===== src/cfps_consts.svh =====
/*
  Constants for the CPU-side data port and SIE-side buffer status block:
  register offsets, field positions, the reset value and the count width.
  Assumes it is included by bare name from the package and design files.
*/
// Functional notes
// - Data port read on OUT endpoint returns next received data word.
// - Data port write on IN endpoint places transmit data into buffer.
// - In 8-bit mode, by control bit or width pin, upper byte is invalid.
// - 16-bit mode tracks single-byte writes; odd count sent via buffer-valid.
// - Force toggle on OUT ends SIE receive, swaps buffers, sets buffer-valid; the code acts on it only while CONTINUOUS_MODE_IN is set.
// - Forced toggle also sets the endpoint buffer-ready flag.
// - SIE buffer clear on IN endpoint empties the SIE-side buffer.
// - Read-only SIE not-ready flag; one forbids toggle and clear writes.
// - Eleven-bit SIE receive byte count for OUT, updated after each ACK.
// - SIE status register acts on the CPU endpoint select choice.
// - On OUT, set buffer-valid means CPU-side data is ready to read.
// - On IN, writing buffer-valid forces completion, short or zero packet.
`ifndef CFPS_CONSTS_SVH
`define CFPS_CONSTS_SVH

// ****************************************************************
// Register offsets
// ****************************************************************
`define CFPS_DATA_PORT_OFS    8'h44
`define CFPS_SIE_STATUS_OFS   8'h46

// ****************************************************************
// Status register fields and reset value
// ****************************************************************
`define CFPS_TOGGLE_BIT       13
`define CFPS_SIE_BUFFER_CLEAR_BIT         12
`define CFPS_SREQ_BIT         11
`define CFPS_CNT_MSB          10
`define CFPS_STATUS_RST       16'h0000
`define CFPS_COUNT_W          11

`endif


===== src/cfps_pkg.sv =====
/*
  Types shared by the data port block.
  Assumes the constants header is available by bare name.
*/
`include "cfps_consts.svh"
package cfps_pkg;
  typedef enum logic [1:0] {
    CFPS_IDLE  = 2'b00,
    CFPS_READ  = 2'b01,
    CFPS_WRITE = 2'b10
  } cfps_port_op_t;
endpackage


===== src/cfps_byte_lane.sv =====
/*
  One byte lane of the data port: registers a byte and its valid mark.
  Assumes a synchronous enable from the parent port logic.
*/
`timescale 1ns/1ps
`default_nettype none
module cfps_byte_lane
(
  input  wire logic       clk_in,
  input  wire logic       rst_n_in,
  input  wire logic       load_in,
  input  wire logic       valid_in,
  input  wire logic [7:0] data_in,
  output var  logic [7:0] data_out,
  output var  logic       valid_out
);
  // Lane holds last moved byte and whether it carried meaning.
  always_ff @(posedge clk_in or negedge rst_n_in)
  begin
    if (!rst_n_in)
    begin
      data_out  <= 8'h00;
      valid_out <= 1'b0;
    end
    else if (load_in)
    begin
      data_out  <= valid_in ? data_in : 8'h00;
      valid_out <= valid_in;
    end
  end
endmodule // cfps_byte_lane
`default_nettype wire


===== src/cfps_port.sv =====
/*
  CPU-side data port and SIE-side buffer status register.
  Assumes the CPU bus is synchronous to CLOCK_IN, the buffer manager answers
  ready flags, and the SIE engine supplies count updates and not-ready state.
*/
`timescale 1ns/1ps
`default_nettype none
`include "cfps_consts.svh"
module cfps_port
(
  // Clock and reset.
  input  wire logic        CLOCK_IN,
  input  wire logic        RST_N_IN,
  // CPU register bus.
  input  wire logic [7:0]  ADDR_IN,
  input  wire logic        RD_STB_IN,
  input  wire logic        WR_STB_IN,
  input  wire logic [15:0] WDATA_IN,
  input  wire logic [1:0]  WR_BYTE_EN_IN,
  output logic      [15:0] RDATA_OUT,
  // Port width: control bit or byte-width pin.
  input  wire logic        MODE8_BIT_IN,
  input  wire logic        BYTE_WIDTH_IN,
  // Endpoint context from the select and control registers; CPU-side buffer head word.
  input  wire logic        ENDPOINT_DIRECTION_IN,
  input  wire logic        CONTINUOUS_MODE_IN,
  input  wire logic [15:0] CPU_RX_DATA_IN,
  // SIE engine status.
  input  wire logic        SIE_NOT_READY_IN,
  input  wire logic        SIE_ACK_SENT_IN,
  input  wire logic [10:0] SIE_ACK_COUNT_IN,
  // Buffer manager requests.
  output logic             CPU_RD_POP_OUT,
  output logic             CPU_WR_PUSH_OUT,
  output logic      [15:0] CPU_TX_DATA_OUT,
  output logic      [1:0]  CPU_TX_BYTES_OUT,
  output logic             FORCE_TOGGLE_OUT,
  output logic             SET_BUFFER_VALID_OUT,
  output logic             SET_BUFFER_READY_OUT,
  output logic             SIE_BUFFER_CLEAR_OUT
);
  import cfps_pkg::*;

  // ****************************************************************
  // Decode
  // ****************************************************************
  logic        mode8;
  logic        sel_data;
  logic        sel_stat;
  logic        is_in;
  logic [10:0] sie_count_r;
  logic [7:0]  lo_byte;
  logic        lo_valid;
  logic [7:0]  hi_byte;
  logic        hi_valid;
  logic        tx_load;
  cfps_port_op_t op;

  assign mode8    = MODE8_BIT_IN | BYTE_WIDTH_IN;
  assign sel_data = (ADDR_IN == `CFPS_DATA_PORT_OFS);
  assign sel_stat = (ADDR_IN == `CFPS_SIE_STATUS_OFS);
  assign is_in    = ENDPOINT_DIRECTION_IN;

  // Classify port accesses; wrong direction collapses to idle.
  always_comb
  begin
    op = CFPS_IDLE;
    if (sel_data && RD_STB_IN && !is_in)
      op = CFPS_READ;
    else if (sel_data && WR_STB_IN && is_in)
      op = CFPS_WRITE;
  end

  // Transmit lanes; the upper lane never carries data in 8-bit mode.
  assign tx_load = (op == CFPS_WRITE);
  cfps_byte_lane u_lane_lo
  (
    .clk_in    (CLOCK_IN),
    .rst_n_in  (RST_N_IN),
    .load_in   (tx_load),
    .valid_in  (WR_BYTE_EN_IN[0]),
    .data_in   (WDATA_IN[7:0]),
    .data_out  (lo_byte),
    .valid_out (lo_valid)
  );
  cfps_byte_lane u_lane_hi
  (
    .clk_in    (CLOCK_IN),
    .rst_n_in  (RST_N_IN),
    .load_in   (tx_load),
    .valid_in  (WR_BYTE_EN_IN[1] & ~mode8),
    .data_in   (WDATA_IN[15:8]),
    .data_out  (hi_byte),
    .valid_out (hi_valid)
  );

  // ****************************************************************
  // Port strobes to the buffer manager
  // ****************************************************************
  // Registered so each accepted port access produces exactly one pulse a cycle later.
  always_ff @(posedge CLOCK_IN or negedge RST_N_IN)
  begin
    if (!RST_N_IN)
    begin
      CPU_RD_POP_OUT  <= 1'b0;
      CPU_WR_PUSH_OUT <= 1'b0;
    end
    else
    begin
      CPU_RD_POP_OUT  <= (op == CFPS_READ);
      CPU_WR_PUSH_OUT <= tx_load;
    end
  end

  // Byte count accompanies pushes so a lone byte stays a lone byte.
  assign CPU_TX_DATA_OUT  = {hi_byte, lo_byte};
  assign CPU_TX_BYTES_OUT = {1'b0, lo_valid} + {1'b0, hi_valid};

  // ****************************************************************
  // Status register actions
  // ****************************************************************
  // Toggle and clear are refused while the SIE side is busy, in case the
  // host ignores the flag; direction guards keep forbidden writes harmless.
  always_ff @(posedge CLOCK_IN or negedge RST_N_IN)
  begin
    if (!RST_N_IN)
    begin
      FORCE_TOGGLE_OUT     <= 1'b0;
      SET_BUFFER_VALID_OUT <= 1'b0;
      SET_BUFFER_READY_OUT <= 1'b0;
      SIE_BUFFER_CLEAR_OUT <= 1'b0;
    end
    else
    begin
      FORCE_TOGGLE_OUT     <= sel_stat && WR_STB_IN && !is_in && !SIE_NOT_READY_IN
                              && CONTINUOUS_MODE_IN && WDATA_IN[`CFPS_TOGGLE_BIT];
      SET_BUFFER_VALID_OUT <= sel_stat && WR_STB_IN && !is_in && !SIE_NOT_READY_IN
                              && CONTINUOUS_MODE_IN && WDATA_IN[`CFPS_TOGGLE_BIT];
      SET_BUFFER_READY_OUT <= sel_stat && WR_STB_IN && !is_in && !SIE_NOT_READY_IN
                              && CONTINUOUS_MODE_IN && WDATA_IN[`CFPS_TOGGLE_BIT];
      SIE_BUFFER_CLEAR_OUT <= sel_stat && WR_STB_IN && is_in && !SIE_NOT_READY_IN
                              && WDATA_IN[`CFPS_SIE_BUFFER_CLEAR_BIT];
    end
  end

  // SIE receive count is refreshed on each ACK sent while the endpoint is OUT.
  always_ff @(posedge CLOCK_IN or negedge RST_N_IN)
  begin
    if (!RST_N_IN)
      sie_count_r <= 11'h000;
    else if (SIE_ACK_SENT_IN && !is_in)
      sie_count_r <= SIE_ACK_COUNT_IN;
  end

  // ****************************************************************
  // Read data
  // ****************************************************************
  // IN-side port reads return zero and pop nothing.
  always_ff @(posedge CLOCK_IN or negedge RST_N_IN)
  begin
    if (!RST_N_IN)
      RDATA_OUT <= `CFPS_STATUS_RST;
    else if (op == CFPS_READ)
      RDATA_OUT <= mode8 ? {8'h00, CPU_RX_DATA_IN[7:0]} : CPU_RX_DATA_IN;
    else if (sel_data && RD_STB_IN)
      RDATA_OUT <= 16'h0000;
    else if (sel_stat && RD_STB_IN)
      RDATA_OUT <= {4'h0, SIE_NOT_READY_IN, sie_count_r};
    else
      RDATA_OUT <= 16'h0000;
  end
endmodule // cfps_port
`default_nettype wire


===== config.mk =====
export PLATFORM = sky130hd
export DESIGN_NAME = cfps_port
export DESIGN_NICKNAME = d
export VERILOG_FILES = /design/src/cfps_pkg.sv /design/src/cfps_byte_lane.sv /design/src/cfps_port.sv
export VERILOG_INCLUDE_DIRS = /design/src
export SDC_FILE = /design/constraint.sdc
export NUM_CORES = 1
export LEC_CHECK = 0
export ABC_CLOCK_PERIOD_IN_PS = 2400
export BUFFER_PORTS_ARGS = -buffer_cell sky130_fd_sc_hd__buf_2
export CORE_MARGIN = 4
export CORE_UTILIZATION = 49
export CTS_CLUSTER_DIAMETER = 40
export DETAILED_ROUTE_END_ITERATION = 6
export GPL_ROUTABILITY_DRIVEN = 0
export PLACE_DENSITY = 0.83
export SLEW_MARGIN = 20
export SYNTH_ARGS = -nofsm -noshare
export SYNTH_HDL_FRONTEND = slang
export SYNTH_SLANG_ARGS = --single-unit

===== constraint.sdc =====
create_clock -name CLOCK_IN -period 2.4 [get_ports CLOCK_IN]
set_clock_uncertainty 0.05 [all_clocks]
set_input_delay 0.48 -clock CLOCK_IN [delete_from_list [all_inputs] [get_ports CLOCK_IN]]
set_output_delay 0.48 -clock CLOCK_IN [all_outputs]
set_load 0.1 [all_outputs]

Word level (Yosys, flattened, before mapping)
Cells that the tools add are included.
- flip-flop bits (word level): 49
- input port bits: 63
- output and inout bits: 40
- word-level logic and storage cells: 42
- add/subtract/negate cells: 1
- equal/unequal tests: 4
- mux-type cells: 8
- bitwise operators: 3
- reduce and logical (&&, ||, !) cells: 16
- operators by type and width (kind ; count):
    16-bit two-way mux ; 2
    12-bit two-way mux ; 2
    8-bit by 7-bit equality test with 1-bit output (second input constant) ; 2
    8-bit two-way mux ; 2
    1-bit logical AND ; 14
    2-bit two-way mux ; 2
    1-bit by 1-bit adder with 2-bit output ; 1
    2-bit by 1-bit equality test with 1-bit output (second input constant) ; 1
    2-bit equality test (second input constant) ; 1
    1-bit zero test ; 2
    1-bit bitwise AND ; 1
    1-bit inverter ; 1
    1-bit bitwise OR ; 1

Longest topological paths before layout
Gate-level depths: netlist of the first run.
- word-level depth: 7
- mapped depth: 4
- depth with buffers taken out: 3

Cells and area by module
Synthesis of the first run repeated with hierarchy kept, for this count alone.
- cell total of the unflattened synthesis: 176
- area, all modules: 2139.6 µm²
- modules (own cells, without submodules) (module ; times used ; cells an instance ; area an instance (µm²) ; seq. area each (µm²)):
    cfps_port ; 1 ; 102 ; 1281.2 ; 775.7
    cfps_byte_lane ; 2 ; 37 ; 429.2 ; 225.2

Worst setup path after synthesis of the first run
OpenSTA, ideal clock, no wires.
- path kind: register to output
- start: register SET_BUFFER_READY_OUT
- end: output port SET_BUFFER_READY_OUT
- arrival: 1341 ps
- data required time: 1870 ps
- setup slack: 529 ps
- cell stages (with the launch flop): 2
- path buffers: 1
- cell sequence: dfrtp_1 -> buf_4
- RTL lines (item ; RTL line ; RTL):
    start: declaration ; cfps_port.sv:39 ; output logic SET_BUFFER_READY_OUT,
    start signal: assignment ; cfps_port.sv:139 ; SET_BUFFER_READY_OUT <= sel_stat && WR_STB_IN && !is_in && !SIE_NOT_READY_IN
No word-level cell between the ends.

Final worst setup path of the first run
- start: register u_lane_hi.valid_out
- end: output port CPU_TX_BYTES_OUT[0]
- word-level cells in the longest chain between the ends: 1
- RTL lines (item ; RTL line ; RTL):
    start: declaration ; cfps_byte_lane.sv:15 ; output var logic valid_out
    start signal: assignment ; cfps_byte_lane.sv:28 ; valid_out <= valid_in;
    1-bit by 1-bit adder with 2-bit output ; cfps_port.sv:117 ; assign CPU_TX_BYTES_OUT = {1'b0, lo_valid} + {1'b0, hi_valid};
    end: declaration ; cfps_port.sv:36 ; output logic [1:0] CPU_TX_BYTES_OUT,
No other way between the ends.

==> results.cfg, run 1 <==
[setup_path]
rrSetupSlack_ns = 1.57
cp-end-kind = output pin
cp_data_required_time_ns = 1.87
crit_end = CPU_TX_BYTES_OUT[0]
arrival_ns = 1.38
r2r_end = RDATA_OUT[3]
cp_max_fo = 2
worst_r2r_path_depth = 2
start_kind = flop
critPathKind = flop to output pin
crit_start = u_lane_hi.valid_out
reg2reg_from = sie_count_r[3]

[place]
place.port_buffers = 102
post-place-ws_ns = 0.387
hpwl_mm = 3.89
dp_cells = 309

[hold_path]
hp-class = input port to async pin

[global_route]
gr-usage-met1 = 0.224
grt_util_met3 = 0.0785
track_usage = 0.197
grt-busiest-layer = met2
grt_overflow = 0
grt_pass1_wl_mm = 7.96
grt_pass1_vias = 1732
use_met2 = 0.342
grt_max_degree = 28
antenna_found_initial = 0

[die]
chipWidth_um = 72.8
die_area_sq_mm = 0.00530
core-area_sq_mm = 0.00403
rows = 23
pin_count = 103
floorplan.initialDensity = 0.511
die_h_um = 72.8

[cts]
cts_setup_buffers = 0
cts.clk_slew.worst_paths_ns = 0.09
htree_levels = 2
post_cts_resize_count = 0
clkSinkCount = 49
root_buffer = clkbuf_8
cts_made_buffers = 5
clock_path_buffers = 2
cts_tree = done
cts_hold_buf = 0
clk_latency_ns = 0.29

[logic_synthesis]
synth_simple_gate_area_frac = 0.153
netlist_instances = 163
syn_area_per_cell_sq_um = 12.6
synth_mux_area_frac = 0.153
synthDistinctLibCells = 23
netlist_area_sq_mm = 0.00206
synth_top_family_by_area = multiplexers
synth_compound_area_frac = 0.0437
synthXorXnorAreaFrac = 0
synth_warnings = 0
yosysSeqAreaShare = 0.595
synthesis.nets = 227
synthAdderAreaFrac = 0.00608
ys_ff_latch = 49

[route]
drc = 0
vias = 1683
antenna_left = 0
finalWirelength_mm = 5.02
drt_first_iter_violations = 82
avgViaCountPerCell = 5.31
firstDrtPassIters = 4
wl_per_cell_um = 15.8

[timing]
setup_slack_ns = 0.494
hold_viol = 0
tns_ns = 0
min_period_ns = 1.91
maxSlewViolCount = 0
period_share = 0.794
relSlewSlack = 0.607
finalSetupViolCount = 0
worst_pin_slew_ns = 0.589
max_freq_mhz = 525
grt_setup_unrepaired = no

[finish]
drive_gt1_frac = 0.517
fillers = 338
num_antenna_cells = 0
final_cells = 317
utilization = 0.677
nets = 330
area_growth_syn_to_layout_pct = 32.4

[power]
p_sw_frac = 0.248
p_switching_w = 0.000422
ir_drop_mv = 0.426
p_clk_frac = 0.355
intPower_w = 0.00128
power_w = 0.00170
pwr-share-comb = 0.129
p_per_area_mw_per_mm2 = 625
p_leak_nw = 1.55
pwr-share-seq = 0.515

[status]
outcome = finished clean

[run]
cap_viol_max_count = 0
cell type report:
class / count / area [sq um] / area share
flip-flops and latches: 49 / 1230 / 0.450
multi-input cells: 92 / 733 / 0.269
repair buffers: 106 / 541 / 0.198
clock buffers: 6 / 82.6 / 0.0303
well taps: 50 / 62.6 / 0.0229
inverters: 12 / 45.0 / 0.0165
clock inverters: 2 / 37.5 / 0.0138
flip-flops by register name, summed over array words and instances, names as in the netlist, 8 cells and up:
register	cells
RDATA_OUT	16
sie_count_r	11
u_lane_hi.data_out	8
u_lane_lo.data_out	8
power by group through the flow:
stage               Sequential, W  Combinational, W  Clock, W
finish                   0.000878          0.000220  0.000605
detailed placement       0.000894          0.000221         0
global route             0.000882          0.000240  0.000654
floorplan                0.000934         0.0000778         0
CTS                      0.000878          0.000223  0.000616
global placement         0.000891          0.000214         0
layer usage:
layer,vias up,routed length (um)
li1,772,-
met1,826,1860
met2,76,2540
met3,9,564
met4,0,61
met5,-,0
worst max-delay path: stages (launching register included):
cell and delay [ns]:
dfrtp_1 0.39, ha_1 0.27, buf_2 0.41
cell usage after synthesis, drive strengths merged:
| cell | instances | area share |
|---|---|---|
| ha | 1 | 0.0061 |
| buf | 6 | 0.019 |
| mux2 | 20 | 0.11 |
| nor4b | 6 | 0.040 |
| a32oi | 8 | 0.034 |
| nor2b | 1 | 0.0030 |
| and3 | 8 | 0.024 |
| and4bb | 1 | 0.0061 |
| mux2i | 9 | 0.044 |
| inv | 12 | 0.022 |
| nand4b | 1 | 0.0043 |
| dfrtp | 49 | 0.60 |
| nor2 | 10 | 0.018 |
| nor3 | 1 | 0.0024 |
| nand2 | 16 | 0.029 |
| a21oi | 4 | 0.0097 |
| clkbuf | 4 | 0.0073 |
| nand4 | 6 | 0.026 |
logic make-up after synthesis:
family	after synthesis
and+or+nand+nor	50
adders and majority gates	1
AOI/OAI and AO/OA	12
DFF	49
muxes	29
buffers and inverters	22
through the flow:
step | hold WS [ns] | cell area [sq um]
after floorplan | 0.134 | 2060
after global placement | 0.436 | 2610
after detailed placement | 0.446 | 2610
after CTS | 0.129 | 2730
after global routing | 0.137 | 2730
final | 0.123 | 2730
cells in the final DEF (no fill, tap or decap):
cell type / count
nand4_4: 1
a21oi_1: 4
nor2b_1: 1
bufinv_16: 1
clkbuf_8: 6
nor4b_1: 4
mux2_2: 20
nor4b_4: 2
ha_1: 1
nand4b_1: 1
dfrtp_1: 49
nand2_1: 16
and3_1: 8
mux2i_1: 9
inv_1: 12
nand4_1: 5
clkinvlp_4: 1
buf_4: 4
buf_2: 102
nor3_1: 1
nor2_1: 10
and4bb_2: 1
a32oi_1: 8
worst min-delay path by stage:
stage | startpoint | end | slack [ns] | depth (start not counted)
2_1_floorplan | RST_N_IN | CPU_RD_POP_OUT | 0.13 | 0
3_3_place_gp | sie_count_r[6] | RDATA_OUT[6] | 0.44 | 2
3_5_place_dp | sie_count_r[9] | sie_count_r[9] | 0.45 | 1
4_1_cts | RST_N_IN | u_lane_lo.valid_out | 0.13 | 1
5_1_grt | RST_N_IN | u_lane_lo.valid_out | 0.14 | 1
6_report | RST_N_IN | u_lane_lo.valid_out | 0.12 | 1
(Power assumes the default switching activity.)
==> run 2, diff against run 1 <==
--- a/config.mk
+++ b/config.mk
@@ -6,14 +6,14 @@
 export SDC_FILE = /design/constraint.sdc
 export NUM_CORES = 1
 export LEC_CHECK = 0
-export ABC_CLOCK_PERIOD_IN_PS = 2400
+export ABC_CLOCK_PERIOD_IN_PS = 1830
 export BUFFER_PORTS_ARGS = -buffer_cell sky130_fd_sc_hd__buf_2
 export CORE_MARGIN = 4
-export CORE_UTILIZATION = 49
+export CORE_UTILIZATION = 45
 export CTS_CLUSTER_DIAMETER = 40
 export DETAILED_ROUTE_END_ITERATION = 6
 export GPL_ROUTABILITY_DRIVEN = 0
-export PLACE_DENSITY = 0.83
+export PLACE_DENSITY = 0.77
 export SLEW_MARGIN = 20
 export SYNTH_ARGS = -nofsm -noshare
 export SYNTH_HDL_FRONTEND = slang
==> constraint.sdc (replaced) <==
create_clock -name CLOCK_IN -period 1.83 [get_ports CLOCK_IN]
set_clock_uncertainty 0.05 [all_clocks]
set_input_delay 0.366 -clock CLOCK_IN [delete_from_list [all_inputs] [get_ports CLOCK_IN]]
set_output_delay 0.366 -clock CLOCK_IN [all_outputs]
set_load 0.1 [all_outputs]
==> run 2 against run 1 <==
First-iteration DRC count unchanged. Flip-flop and latch count is the same. Hold slack better by 0.12 ns. Combinational power grew 32%. Register-to-register slack worse by 0.55 ns. Count of clock-buffer cells in the layout rose by 1. Cell area up 1.7%. Global-route usage shrank 3.2 points. Final cell count is 1.9% higher. Die area increased by 7.9%. Core utilization is 4.4 points lower. Critical path type unchanged. Largest power group unchanged. Highest routed layer unchanged.
==> results.cfg, run 2 (synthesized netlist as in run 1, its figures left out) <==
[status]
outcome = finished clean

[setup_path]
arrival_ns = 1.29
critPathKind = flop to output pin
cp-end-kind = output pin
cp_data_required_time_ns = 1.41
start_kind = flop
cp_max_fo = 2

[global_route]
track_usage = 0.165
antenna_found_initial = 0
grt_overflow = 0
grt_pass1_vias = 1673
grt_max_degree = 50
grt_pass1_wl_mm = 7.22

[route]
drc = 0
vias = 1632
antenna_left = 0
drt_first_iter_violations = 82
finalWirelength_mm = 4.57
wl_per_cell_um = 14.1
firstDrtPassIters = 4
avgViaCountPerCell = 5.05

[finish]
final_area_sq_mm = 0.00277
largest_reg_flops = 16
regMostFlops = RDATA_OUT
area_growth_syn_to_layout_pct = 34.7
num_antenna_cells = 0
top_regs = RDATA_OUT (16), sie_count_r (11)
nets = 334
drive_gt1_frac = 0.517
final_cell_mix = 101 x buf_2, 49 x dfrtp_1, 20 x mux2_2, 16 x nand2_1, 12 x inv_1
final_common_cell = buf_2

[power]
p_leak_nw = 1.57
power_w = 0.00222
ir_drop_mv = 0.423
p_per_area_mw_per_mm2 = 801

[timing]
holdWs_ns = 0.242
tns_ns = 0
hold_viol = 0
max_freq_mhz = 587
min_period_ns = 1.70
grt_setup_unrepaired = no
period_share = 0.931
maxSlewViolCount = 0
worst_pin_slew_ns = 0.507
finalSetupViolCount = 0
relSlewSlack = 0.665

[cts]
clkSinkCount = 49
cts_tree = done
cts.clk_slew.worst_paths_ns = 0.09
cts_setup_buffers = 0
htree_levels = 2
cts_made_buffers = 5
clock_path_buffers = 2
root_buffer = clkbuf_8
clk_latency_ns = 0.29

[die]
pin_count = 103
rows = 24
floorplan.initialDensity = 0.470
chipWidth_um = 75.7
die_h_um = 75.7
die_area_sq_mm = 0.00572
core-area_sq_mm = 0.00438

[run]
cap_viol_max_count = 0

[place]
place.port_buffers = 102
post_dp_cell_area_sq_mm = 0.00265
hpwl_mm = 3.53

[hold_path]
hp-class = input port to flop
[run 2: cell types whose count changed in the layout (fill, tap and decap cells not counted), sizes merged]
cell / previous run / this run
clkinvlp: 1 / 0
clkbuf: 6 / 8
dlygate4sd3: 0 / 1
buf: 106 / 108
[run 2: where the power goes]
group	internal (W)	total (W)	switching, W
Clock	0.000446	0.000784	0.000338
Sequential	0.00113	0.00115	0.0000219
Combinational	0.000116	0.000290	0.000174
[run 2: layout make-up]
class	count	area [sq um]
fillers	364	1610
multi-input cells	92	733
flip-flops and latches	49	1230
clock inverters	1	30.0
clock buffers	7	86.3
inverters	12	45.0
repair buffers	110	588
well taps	52	65.1
[run 2: critical path, cell delays in order (launching register included)]
cell and delay (ns):
dfrtp_1 0.39, ha_1 0.28, clkbuf_4 0.32
[run 2: per-stage QoR]
stage,instances,setup slack [ns],utilization
2_1_floorplan,163,0.0734,-
3_3_place_gp,314,0.126,0.603
3_5_place_dp,314,0.0782,0.603
4_1_cts,322,0.0195,0.630
5_1_grt,323,0.0648,0.633
6_report,323,0.127,0.633
[run 2: routing by layer]
layer	GRT usage	share of wire
met5	0	0
met4	0.0388	0.0055
met3	0.0673	0.11
met2	0.295	0.47
met1	0.183	0.41
[run 2: path summary, 6_finish.rpt]
path,endpoint,depth (start not counted),slack (ns),startpoint
worst min-delay path,SET_BUFFER_READY_OUT,3,0.24,CONTINUOUS_MODE_IN
worst max-delay path,CPU_TX_BYTES_OUT[0],2,0.13,u_lane_lo.valid_out
worst min register to register,sie_count_r[0],1,0.46,sie_count_r[0]
min in group asynchronous,u_lane_lo.data_out[1],3,0.54,RST_N_IN
worst max register to register,sie_count_r[8],1,1.02,sie_count_r[8]
max in group asynchronous,RDATA_OUT[1],3,0.97,RST_N_IN
[run 2: what timing repair did]
item                                   in CTS  in global routing
hold buffers                                0                  1
endpoints found under the hold margin       0                  2
setup endpoints to repair                   0                  1
resized for setup                           0                  1
